### config.mk
export PLATFORM = sky130hd
export DESIGN_NAME = dacc_top
export DESIGN_NICKNAME = d
export VERILOG_FILES = /design/src/dacc_pkg.sv /design/src/dacc_top.sv /design/src/dacc_channel.sv
export VERILOG_INCLUDE_DIRS = /design/src
export SDC_FILE = /design/constraint.sdc
export NUM_CORES = 1
export LEC_CHECK = 0
export BUFFER_PORTS_ARGS = -buffer_cell sky130_fd_sc_hd__buf_2
export CORE_UTILIZATION = 40
export CTS_BUF_LIST = sky130_fd_sc_hd__clkbuf_4
export DETAILED_ROUTE_END_ITERATION = 8
export HOLD_SLACK_MARGIN = 0.08
export SLEW_MARGIN = 20
export SYNTH_ARGS = -nofsm -noshare
export SYNTH_HDL_FRONTEND = slang
export SYNTH_SLANG_ARGS = --single-unit
### constraint.sdc
create_clock -name core_clk -period 2.47 [get_ports core_clk]
set_input_delay 0.1235 -clock core_clk [delete_from_list [all_inputs] [get_ports core_clk]]
set_output_delay 0.1235 -clock core_clk [all_outputs]
set_load 0.1 [all_outputs]
### src/dacc_params.svh
// Register map, field positions and reset values of the converter control.
// Assumes an 8-bit special-function register space on the core clock.
`ifndef DACC_PARAMS_SVH
`define DACC_PARAMS_SVH

`define DACC_ADDR_CFG 8'hAF
`define DACC_ADDR_LO0 8'hF9
`define DACC_ADDR_HI0 8'hFA
`define DACC_ADDR_LO1 8'hFB
`define DACC_ADDR_HI1 8'hFC
`define DACC_ADDR_CTRL 8'hFD

`define DACC_CTRL_RST 8'h04
`define DACC_CFG_RST 8'h00
`define DACC_DATA_RST 8'h00
`define DACC_UNMAPPED_RD 8'h00

`define DACC_CTRL_MODE 7
`define DACC_CTRL_RANGE_SELECT_CH1 6
`define DACC_CTRL_RANGE_SELECT_CH0 5
`define DACC_CTRL_FORCE_ZERO_N_CH1 4
`define DACC_CTRL_FORCE_ZERO_N_CH0 3
`define DACC_CTRL_SYNC 2
`define DACC_CTRL_PWR1 1
`define DACC_CTRL_PWR0 0

`define DACC_CFG_BUF_BYP 5
`define DACC_CFG_RSVD_HI 3
`define DACC_CFG_RSVD_LO 1
`define DACC_CFG_WR_MASK 8'hF1

`endif

### src/dacc_pkg.sv
// Types shared by the converter control and its channel slices.
// Assumes 8-bit register data and 12-bit converter codes.
package dacc_pkg;

    typedef struct packed
    {
        logic [7:0] addr;
        logic wr;
        logic rd;
        logic [7:0] wdata;
    } dacc_sfr_t;

    typedef struct packed
    {
        logic [11:0] code;
        logic power_on;
        logic range_select;
        logic buffer_bypass;
    } dacc_chan_t;

endpackage

### src/dacc_top.sv
// Control of two voltage-output converters behind the register space.
// Assumes one core clock, asynchronous active-low reset, and a register
// port that gives at most one read or write per cycle on that clock.
//
// Notes on behaviour
// Control bit 7 high means 8-bit mode, code from low byte only.
// Control bit 6 picks supply range for converter 1 when high.
// Control bit 5 picks supply range for converter 0 when high.
// Clear bits 4 and 3 low force converter 1 and 0 codes to zero.
// With sync bit 2 high, a low byte write updates that output.
// Sync low holds writes; setting sync updates both outputs together.
// Control bit 1 powers converter 1 on when high.
// Control bit 0 powers converter 0 on when high.
// Control register resets to 04 hex.
// Software writes high byte before low byte in immediate mode.
// Code is right-justified: low byte bits 7-0, high nibble bits 11-8.
// Four data byte registers reset to zero and are writable.
// Configuration bit 5 high bypasses the output buffers.
// Configuration resets to zero; reserved bits 3 to 1 stay zero.
// After reset both converters are off, outputs high impedance.
// High byte upper nibble ignored; high byte unused in 8-bit mode.
`timescale 1ns/1ps
`include "dacc_params.svh"
module dacc_top
    import dacc_pkg::*;
#(
    parameter int CODE_W = 12,
    parameter int BYTE_W = 8
)
(
    input wire logic core_clk,
    input wire logic resetn,
    input wire dacc_sfr_t sfr_req,
    output logic [BYTE_W-1:0] sfr_rdata_q,
    output dacc_chan_t chan0_q,
    output dacc_chan_t chan1_q
);

    logic [BYTE_W-1:0] ctrl_q;
    logic [BYTE_W-1:0] ctrl_d;
    logic [BYTE_W-1:0] cfg_q;
    logic [BYTE_W-1:0] cfg_d;
    logic [BYTE_W-1:0] sfr_rdata_d;
    logic [BYTE_W-1:0] low0;
    logic [BYTE_W-1:0] high0;
    logic [BYTE_W-1:0] low1;
    logic [BYTE_W-1:0] high1;
    logic wr_ctrl;
    logic wr_cfg;
    logic wr_lo0;
    logic wr_hi0;
    logic wr_lo1;
    logic wr_hi1;
    logic sync_rise;

    ////////////////////////////////////////////////////////////////////////
    // Address decode; same-clock register port, so no synchronisers
    assign wr_ctrl = sfr_req.wr && (sfr_req.addr == `DACC_ADDR_CTRL);
    assign wr_cfg = sfr_req.wr && (sfr_req.addr == `DACC_ADDR_CFG);
    assign wr_lo0 = sfr_req.wr && (sfr_req.addr == `DACC_ADDR_LO0);
    assign wr_hi0 = sfr_req.wr && (sfr_req.addr == `DACC_ADDR_HI0);
    assign wr_lo1 = sfr_req.wr && (sfr_req.addr == `DACC_ADDR_LO1);
    assign wr_hi1 = sfr_req.wr && (sfr_req.addr == `DACC_ADDR_HI1);

    ////////////////////////////////////////////////////////////////////////
    always_comb
    begin
        ctrl_d = ctrl_q;
        cfg_d = cfg_q;
        if (wr_ctrl)
        begin
            ctrl_d = sfr_req.wdata;
        end
        if (wr_cfg)
        begin
            // Reserved bits kept at zero whatever is written
            cfg_d = sfr_req.wdata & `DACC_CFG_WR_MASK;
        end
        sfr_rdata_d = sfr_rdata_q;
        if (sfr_req.rd)
        begin
            case (sfr_req.addr)
                `DACC_ADDR_CTRL: sfr_rdata_d = ctrl_q;
                `DACC_ADDR_CFG: sfr_rdata_d = cfg_q;
                `DACC_ADDR_LO0: sfr_rdata_d = low0;
                `DACC_ADDR_HI0: sfr_rdata_d = high0;
                `DACC_ADDR_LO1: sfr_rdata_d = low1;
                `DACC_ADDR_HI1: sfr_rdata_d = high1;
                default: sfr_rdata_d = `DACC_UNMAPPED_RD;
            endcase
        end
    end

    // Only a 0 to 1 change updates; rewriting 1 leaves outputs alone
    assign sync_rise = !ctrl_q[`DACC_CTRL_SYNC]
                       && ctrl_d[`DACC_CTRL_SYNC];

    always_ff @(posedge core_clk or negedge resetn)
    begin
        if (!resetn)
        begin
            ctrl_q <= `DACC_CTRL_RST;
            cfg_q <= `DACC_CFG_RST;
            sfr_rdata_q <= `DACC_UNMAPPED_RD;
        end
        else
        begin
            ctrl_q <= ctrl_d;
            cfg_q <= cfg_d;
            sfr_rdata_q <= sfr_rdata_d;
        end
    end

    ////////////////////////////////////////////////////////////////////////
    // Channel slices see the new mode, clear, power and range bits in the write cycle (sync_now is the registered bit), so
    // the mode and clear bits written together with sync take effect.
    dacc_channel #(
        .CODE_W(CODE_W),
        .BYTE_W(BYTE_W)
    ) u_chan0 (
        .core_clk(core_clk),
        .resetn(resetn),
        .wr_low(wr_lo0),
        .wr_high(wr_hi0),
        .wdata(sfr_req.wdata),
        .mode8(ctrl_d[`DACC_CTRL_MODE]),
        .sync_now(ctrl_q[`DACC_CTRL_SYNC]),
        .sync_rise(sync_rise),
        .force_zero_n(ctrl_d[`DACC_CTRL_FORCE_ZERO_N_CH0]),
        .power_on(ctrl_d[`DACC_CTRL_PWR0]),
        .range_select(ctrl_d[`DACC_CTRL_RANGE_SELECT_CH0]),
        .buffer_bypass(cfg_d[`DACC_CFG_BUF_BYP]),
        .low_q(low0),
        .high_q(high0),
        .chan_q(chan0_q)
    );

    dacc_channel #(
        .CODE_W(CODE_W),
        .BYTE_W(BYTE_W)
    ) u_chan1 (
        .core_clk(core_clk),
        .resetn(resetn),
        .wr_low(wr_lo1),
        .wr_high(wr_hi1),
        .wdata(sfr_req.wdata),
        .mode8(ctrl_d[`DACC_CTRL_MODE]),
        .sync_now(ctrl_q[`DACC_CTRL_SYNC]),
        .sync_rise(sync_rise),
        .force_zero_n(ctrl_d[`DACC_CTRL_FORCE_ZERO_N_CH1]),
        .power_on(ctrl_d[`DACC_CTRL_PWR1]),
        .range_select(ctrl_d[`DACC_CTRL_RANGE_SELECT_CH1]),
        .buffer_bypass(cfg_d[`DACC_CFG_BUF_BYP]),
        .low_q(low1),
        .high_q(high1),
        .chan_q(chan1_q)
    );

    ////////////////////////////////////////////////////////////////////////
    // Checks
    logic seen_q;

    always_ff @(posedge core_clk or negedge resetn)
    begin
        if (!resetn)
        begin
            seen_q <= 1'h0;
        end
        else
        begin
            seen_q <= 1'h1;
        end
    end

    property p_mode8;
        @(posedge core_clk) disable iff (!resetn)
        (wr_lo0 && ctrl_q[`DACC_CTRL_SYNC] && ctrl_q[`DACC_CTRL_MODE]
         && ctrl_q[`DACC_CTRL_FORCE_ZERO_N_CH0])
        |=> chan0_q.code == {$past(sfr_req.wdata), 4'h0};
    endproperty
    a_mode8: assert property (p_mode8)
        else $error("8-bit code not taken from low byte");

    property p_range1;
        @(posedge core_clk) disable iff (!resetn)
        wr_ctrl |=> chan1_q.range_select
                    == $past(sfr_req.wdata[`DACC_CTRL_RANGE_SELECT_CH1]);
    endproperty
    a_range1: assert property (p_range1)
        else $error("Converter 1 range not following control write");

    property p_range0;
        @(posedge core_clk) disable iff (!resetn)
        chan0_q.range_select == ctrl_q[`DACC_CTRL_RANGE_SELECT_CH0];
    endproperty
    a_range0: assert property (p_range0)
        else $error("Converter 0 range differs from control");

    property p_clear;
        @(posedge core_clk) disable iff (!resetn)
        (!ctrl_q[`DACC_CTRL_FORCE_ZERO_N_CH1] |-> chan1_q.code == '0)
        and (!ctrl_q[`DACC_CTRL_FORCE_ZERO_N_CH0] |-> chan0_q.code == '0);
    endproperty
    a_clear: assert property (p_clear)
        else $error("Cleared converter code not zero");

    property p_immediate;
        @(posedge core_clk) disable iff (!resetn)
        (wr_lo1 && ctrl_q[`DACC_CTRL_SYNC] && !ctrl_q[`DACC_CTRL_MODE]
         && ctrl_q[`DACC_CTRL_FORCE_ZERO_N_CH1])
        |=> chan1_q.code == {$past(high1[3:0]), $past(sfr_req.wdata)};
    endproperty
    a_immediate: assert property (p_immediate)
        else $error("Immediate 12-bit update wrong");

    property p_hold;
        @(posedge core_clk) disable iff (!resetn)
        ((wr_lo0 || wr_hi0 || wr_lo1 || wr_hi1)
         && !ctrl_q[`DACC_CTRL_SYNC])
        |=> $stable(chan0_q.code) && $stable(chan1_q.code);
    endproperty
    a_hold: assert property (p_hold)
        else $error("Output moved while updates held");

    property p_sync_both;
        @(posedge core_clk) disable iff (!resetn)
        (wr_ctrl && !ctrl_q[`DACC_CTRL_SYNC]
         && sfr_req.wdata[`DACC_CTRL_SYNC]
         && !sfr_req.wdata[`DACC_CTRL_MODE]
         && sfr_req.wdata[`DACC_CTRL_FORCE_ZERO_N_CH0]
         && sfr_req.wdata[`DACC_CTRL_FORCE_ZERO_N_CH1])
        |=> chan0_q.code == {$past(high0[3:0]), $past(low0)}
            && chan1_q.code == {$past(high1[3:0]), $past(low1)};
    endproperty
    a_sync_both: assert property (p_sync_both)
        else $error("Held values not applied together");

    property p_power;
        @(posedge core_clk) disable iff (!resetn)
        chan1_q.power_on == ctrl_q[`DACC_CTRL_PWR1]
        && chan0_q.power_on == ctrl_q[`DACC_CTRL_PWR0];
    endproperty
    a_power: assert property (p_power)
        else $error("Power enable differs from control");

    property p_reset_state;
        @(posedge core_clk) disable iff (!resetn)
        !seen_q |-> ctrl_q == `DACC_CTRL_RST && cfg_q == `DACC_CFG_RST
                    && low0 == `DACC_DATA_RST && high1 == `DACC_DATA_RST
                    && !chan0_q.power_on && !chan1_q.power_on;
    endproperty
    a_reset_state: assert property (p_reset_state)
        else $error("Wrong state after reset release");

    property p_readback;
        @(posedge core_clk) disable iff (!resetn)
        wr_hi0 ##1 (sfr_req.rd && sfr_req.addr == `DACC_ADDR_HI0)
        |=> sfr_rdata_q == $past(sfr_req.wdata, 2);
    endproperty
    a_readback: assert property (p_readback)
        else $error("Data byte readback wrong");

    property p_bypass;
        @(posedge core_clk) disable iff (!resetn)
        wr_cfg |=> chan0_q.buffer_bypass
                   == $past(sfr_req.wdata[`DACC_CFG_BUF_BYP])
                   && chan1_q.buffer_bypass == chan0_q.buffer_bypass;
    endproperty
    a_bypass: assert property (p_bypass)
        else $error("Buffer bypass not following configuration");

    property p_reserved;
        @(posedge core_clk) disable iff (!resetn)
        cfg_q[`DACC_CFG_RSVD_HI:`DACC_CFG_RSVD_LO] == '0;
    endproperty
    a_reserved: assert property (p_reserved)
        else $error("Reserved configuration bits set");

    property p_sync_mode8;
        @(posedge core_clk) disable iff (!resetn)
        (wr_ctrl && !ctrl_q[`DACC_CTRL_SYNC]
         && sfr_req.wdata[`DACC_CTRL_SYNC]
         && sfr_req.wdata[`DACC_CTRL_MODE]
         && sfr_req.wdata[`DACC_CTRL_FORCE_ZERO_N_CH0]
         && sfr_req.wdata[`DACC_CTRL_FORCE_ZERO_N_CH1])
        |=> chan0_q.code == {$past(low0), 4'h0}
            && chan1_q.code == {$past(low1), 4'h0};
    endproperty
    a_sync_mode8: assert property (p_sync_mode8)
        else $error("Held 8-bit values not applied together");

    property p_data_wr;
        @(posedge core_clk) disable iff (!resetn)
        (wr_lo0 |=> low0 == $past(sfr_req.wdata))
        and (wr_hi1 |=> high1 == $past(sfr_req.wdata));
    endproperty
    a_data_wr: assert property (p_data_wr)
        else $error("Data byte write not stored");

    property p_reset_data;
        @(posedge core_clk) disable iff (!resetn)
        !seen_q |-> high0 == `DACC_DATA_RST && low1 == `DACC_DATA_RST
                    && chan0_q.code == '0 && chan1_q.code == '0;
    endproperty
    a_reset_data: assert property (p_reset_data)
        else $error("Data bytes or codes not clear after reset");

    // Unmapped reads answer a fixed value rather than stale data
    property p_unmapped_rd;
        @(posedge core_clk) disable iff (!resetn)
        (sfr_req.rd && !(sfr_req.addr inside {`DACC_ADDR_CFG,
            `DACC_ADDR_LO0, `DACC_ADDR_HI0, `DACC_ADDR_LO1,
            `DACC_ADDR_HI1, `DACC_ADDR_CTRL}))
        |=> sfr_rdata_q == `DACC_UNMAPPED_RD;
    endproperty
    a_unmapped_rd: assert property (p_unmapped_rd)
        else $error("Unmapped read not returning fixed value");

endmodule

### src/dacc_channel.sv
// One converter slice: data byte pair, update register and analog controls.
// Assumes the control decode arrives as same-clock strobes and levels.
`timescale 1ns/1ps
`include "dacc_params.svh"
module dacc_channel
    import dacc_pkg::*;
#(
    parameter int CODE_W = 12,
    parameter int BYTE_W = 8
)
(
    input wire logic core_clk,
    input wire logic resetn,
    input wire logic wr_low,
    input wire logic wr_high,
    input wire logic [BYTE_W-1:0] wdata,
    input wire logic mode8,
    input wire logic sync_now,
    input wire logic sync_rise,
    input wire logic force_zero_n,
    input wire logic power_on,
    input wire logic range_select,
    input wire logic buffer_bypass,
    output logic [BYTE_W-1:0] low_q,
    output logic [BYTE_W-1:0] high_q,
    output dacc_chan_t chan_q
);

    localparam int NIB_W = CODE_W - BYTE_W;

    logic [BYTE_W-1:0] low_d;
    logic [BYTE_W-1:0] high_d;
    logic [CODE_W-1:0] code_q;
    logic [CODE_W-1:0] code_d;
    dacc_chan_t chan_d;

    ////////////////////////////////////////////////////////////////////////
    always_comb
    begin
        low_d = low_q;
        high_d = high_q;
        code_d = code_q;
        if (wr_low)
        begin
            low_d = wdata;
        end
        if (wr_high)
        begin
            high_d = wdata;
        end
        // Upper nibble of the high byte never reaches the code
        if (wr_low && sync_now)
        begin
            code_d = mode8 ? {wdata, {NIB_W{1'h0}}}
                           : {high_q[NIB_W-1:0], wdata};
        end
        else if (sync_rise)
        begin
            code_d = mode8 ? {low_q, {NIB_W{1'h0}}}
                           : {high_q[NIB_W-1:0], low_q};
        end
        chan_d.code = force_zero_n ? code_d : '0;
        chan_d.power_on = power_on;
        chan_d.range_select = range_select;
        chan_d.buffer_bypass = buffer_bypass;
    end

    always_ff @(posedge core_clk or negedge resetn)
    begin
        if (!resetn)
        begin
            low_q <= `DACC_DATA_RST;
            high_q <= `DACC_DATA_RST;
            code_q <= '0;
            chan_q <= '0;
        end
        else
        begin
            low_q <= low_d;
            high_q <= high_d;
            code_q <= code_d;
            chan_q <= chan_d;
        end
    end

endmodule

==> impl_metrics.csv <==
group,metric,value,unit
run_status,run_status,"finished with violations",
run_status,failed_checks,"DRC",
hold_path,timing.hold.worst.start,"sfr_req[11]",
sta,finalClockSkew,21.5,ps
placed_design,buffer_ports.inserted,57,
clocking,cts_bufs_inserted,9,
die,floorplan.rows,39,
synthesis,syn-mean-instance-area,11.1,sq um
sta,fin_worst_hold_slack,124,ps
sta,final.min_clock_period,2070,ps
synthesis,synth-simple-area-share,0.137,
setup_path,timing.critical_path.from,"ctrl_q[2]",
synthesis,post_synth_mux_area_share,0.119,
die,floorplan.die.height,112,microns
grt,grt-ovfl-total,0,
clocking,cts_max_level,3,
clocking,clock_insertion_delay_worst_skew,470,ps
grt,grt_start_max_net_pins,65,
clocking,clk_transition_reported_paths,170,ps
power,power_density,552,mW/mm^2
synthesis,synth-seq-cells,101,
detailed_routing,dr.first_iter.drc_count,214,
sta,slew_headroom,0.600,
synthesis,synth-seq-area-share,0.520,
final_layout,fin_area,0.00546,sq mm
final_layout,final_common_cell,"sky130_fd_sc_hd__dfrtp_1",
detailed_routing,route.detailed.vias_per_inst,5.88,
synthesis,yosys_warnings,0,
detailed_routing,drtAntennaViolNets,0,
sta,final.period_utilization,0.836,
synthesis,synthesis.nets,457,
placed_design,place.gp.congestion,0.885,
grt,number_of_global_route_vias_before_repair,3684,
synthesis,synth_xor_area_frac,0,
final_layout,layout.filler_cells,1090,
synthesis,netlist-cell-type-count,60,
setup_path,worst-path-max-fanout,6,
sta,setup-tns-final,0,ps
setup_path,endpoint_kind,"flop",
final_layout,diodes,0,
clocking,cts_setup_buffers,0,
hold_path,worst_hold_path.num_cells,3,
die,initial_utilization,0.419,
clocking,cts.path.max_buffers,2,
clocking,clock-sinks,101,
sta,fmax,484,MHz
synthesis,synthDominantAreaCellType,"sky130_fd_sc_hd__dfrtp_1",
detailed_routing,routed-via-count,3757,
power,p_total,3.01,mW
hold_path,worst_hold_path_type,"in2reg",
die,dieWidth,112,microns
power,vdd.ir_drop.worst,300,uV
die,boundaryPins,58,
setup_path,start_kind,"flop",
setup_path,worst_r2r_startpoint,"ctrl_q[2]",
sta,timing_worst_slew_pin_value,593,ps
setup_path,crit_required,2820,ps
grt,gr-usage-all-layers,0.218,
sta,finalHoldViolations,0,
synthesis,synth_cells,437,
detailed_routing,avgRoutedWirePerCell,20.2,microns
clocking,tritoncts,"built",
detailed_routing,drc_viols,2,
final_layout,final_cell_mix,"100 x sky130_fd_sc_hd__dfrtp_1, 56 x sky130_fd_sc_hd__buf_2, 40 x sky130_fd_sc_hd__mux2_2, 33 x sky130_fd_sc_hd__nor2_1, 21 x sky130_fd_sc_hd__nand2_1",
sta,rsz_0062_raised_after_global_routing,"no",
final_layout,layout.nets,511,
setup_path,critPathKind,"reg2reg",
job,cap_violations,0,
setup_path,critical_path_arrival,2420,ps
power,power.leakage,2.67,nW
synthesis,synth_largest_type_area_fraction,0.515,
detailed_routing,drt_pre_antenna_iters,7,
grt,global_route_wire_length_before_repair,20900,microns
synthesis,synth.cell_area,0.00486,sq mm
detailed_routing,route.final.wire_length,12900,microns
die,design.die.area,0.0126,sq mm
sta,count_of_pins_over_their_slew_limit,0,
synthesis,synth_top_family_by_area,"compound AO/OA/AOI/OAI gates",
die,design.core.area,0.0116,sq mm
synthesis,synth_area_leaders,"sky130_fd_sc_hd__dfrtp_1 51%, sky130_fd_sc_hd__mux2_2 9.3%, sky130_fd_sc_hd__a22oi_1 2.9%, sky130_fd_sc_hd__mux2i_1 2.7%, sky130_fd_sc_hd__nor2_1 2.5%",
grt,antenna_found_initial,0,
synthesis,post_synth_fa_ha_maj_area_fraction,0,
synthesis,synth-compound-area-share,0.165,
placed_design,place.detailed.hpwl,9140,microns
clocking,cts_root_buf,"sky130_fd_sc_hd__clkbuf_4",
sta,setup_violations,0,
placed_design,place_area,0.00526,sq mm
final_layout,area_growth_from_synthesis_to_layout,12.3,%
setup_path,reg2reg_depth,5,
final_layout,drive_above_1_share,0.310,
==> layer usage <==
layer  global-route usage  vias to the layer above  share of wire
li1                     -                     1715              -
met1                0.311                     1859           0.45
met2                0.320                      162           0.45
met3               0.0443                       21          0.070
met4               0.0951                        0          0.029
met5                    0                        -              0
==> stage by stage <==
stage | worst slack [ps] | cells | utilization
6_report | 405 | 639 | 0.470
3_5_place_dp | 271 | 615 | 0.453
3_3_place_gp | 381 | 615 | 0.453
5_1_grt | 332 | 639 | 0.470
4_1_cts | 451 | 638 | 0.469
2_1_floorplan | 642 | 437 | -
==> layout make-up <==
cell class / instances / area [sq um] / area share
Timing Repair Buffer: 80 / 493 / 0.0903
Multi-Input combinational cell: 280 / 2060 / 0.378
Clock inverter: 7 / 50.0 / 0.00917
Tap cell: 143 / 179 / 0.0328
Clock buffer: 9 / 67.6 / 0.0124
Inverter: 19 / 73.8 / 0.0135
Sequential cell: 101 / 2530 / 0.463
==> cell families after synthesis <==
family,count (synthesis)
AOI/OAI and AO/OA,106
and+or+nand+nor,121
DFF,101
muxes,53
buffers and inverters,56
==> report_power, final <==
group / leakage (nW) / internal (mW) / switching [mW]
clock network: 0.0604 / 0.211 / 0.577
logic: 1.24 / 0.127 / 0.315
registers: 1.36 / 1.73 / 0.0569
total: 2.67 / 2.07 / 0.949
==> path summary, 6_finish.rpt <==
kind	to	slack, ps
min in group asynchronous	u_chan0.code_q[0]	140
max in group asynchronous	ctrl_q[2]	1600
setup / recovery	u_chan0.chan_q[11]	400
hold / removal	sfr_rdata_q[4]	120
setup reg to reg	u_chan0.chan_q[11]	400
hold reg to reg	u_chan0.code_q[2]	480
==> timing repair <==
| action | in CTS | in global routing |
|---|---|---|
| resized for setup | 0 | 0 |
| hold buffers | 7 | 1 |
| hold endpoints to repair | 125 | 3 |
==> sequential cells by signal, summed over array words and instances (netlist names) <==
name / flops
u_chan1.code_q: 12
cfg_q: 5
u_chan1.low_q: 8
u_chan0.chan_q: 12
u_chan0.high_q: 8
u_chan0.low_q: 8
sfr_rdata_q: 8
u_chan1.chan_q: 12
u_chan0.code_q: 12
u_chan1.high_q: 8
ctrl_q: 8
==> worst max-delay path: stages (launching register included) <==
cell and delay (ps):
sky130_fd_sc_hd__dfstp_2 650, sky130_fd_sc_hd__inv_2 90, sky130_fd_sc_hd__or4_1 690, sky130_fd_sc_hd__a2bb2oi_1 190, sky130_fd_sc_hd__a22oi_1 250, sky130_fd_sc_hd__nor3_1 80
==> cells in the mapped netlist, drive strengths merged <==
master,instances
a211oi,12
a21boi,3
a21o,1
a21oi,16
a221oi,2
a22o,2
a22oi,19
a2bb2oi,10
a311oi,2
a31oi,6
and2,2
and3,10
buf,20
clkbuf,17
dfrtp,100
dfstp,1
inv,19
mux2,40
mux2i,13
nand2,21
nand2b,1
nand3,8
nand3b,2
nand4,4
nand4b,1
nor2,34
nor2b,2
nor3,15
nor3b,1
nor4,11
o211ai,1
o21a,4
o21ai,13
o221ai,3
o22ai,4
o2bb2ai,2
o31ai,2
o32a,1
o32ai,3
or2,3
or3,4
or4,2
No activity file was read; power rests on OpenSTA's default activity.
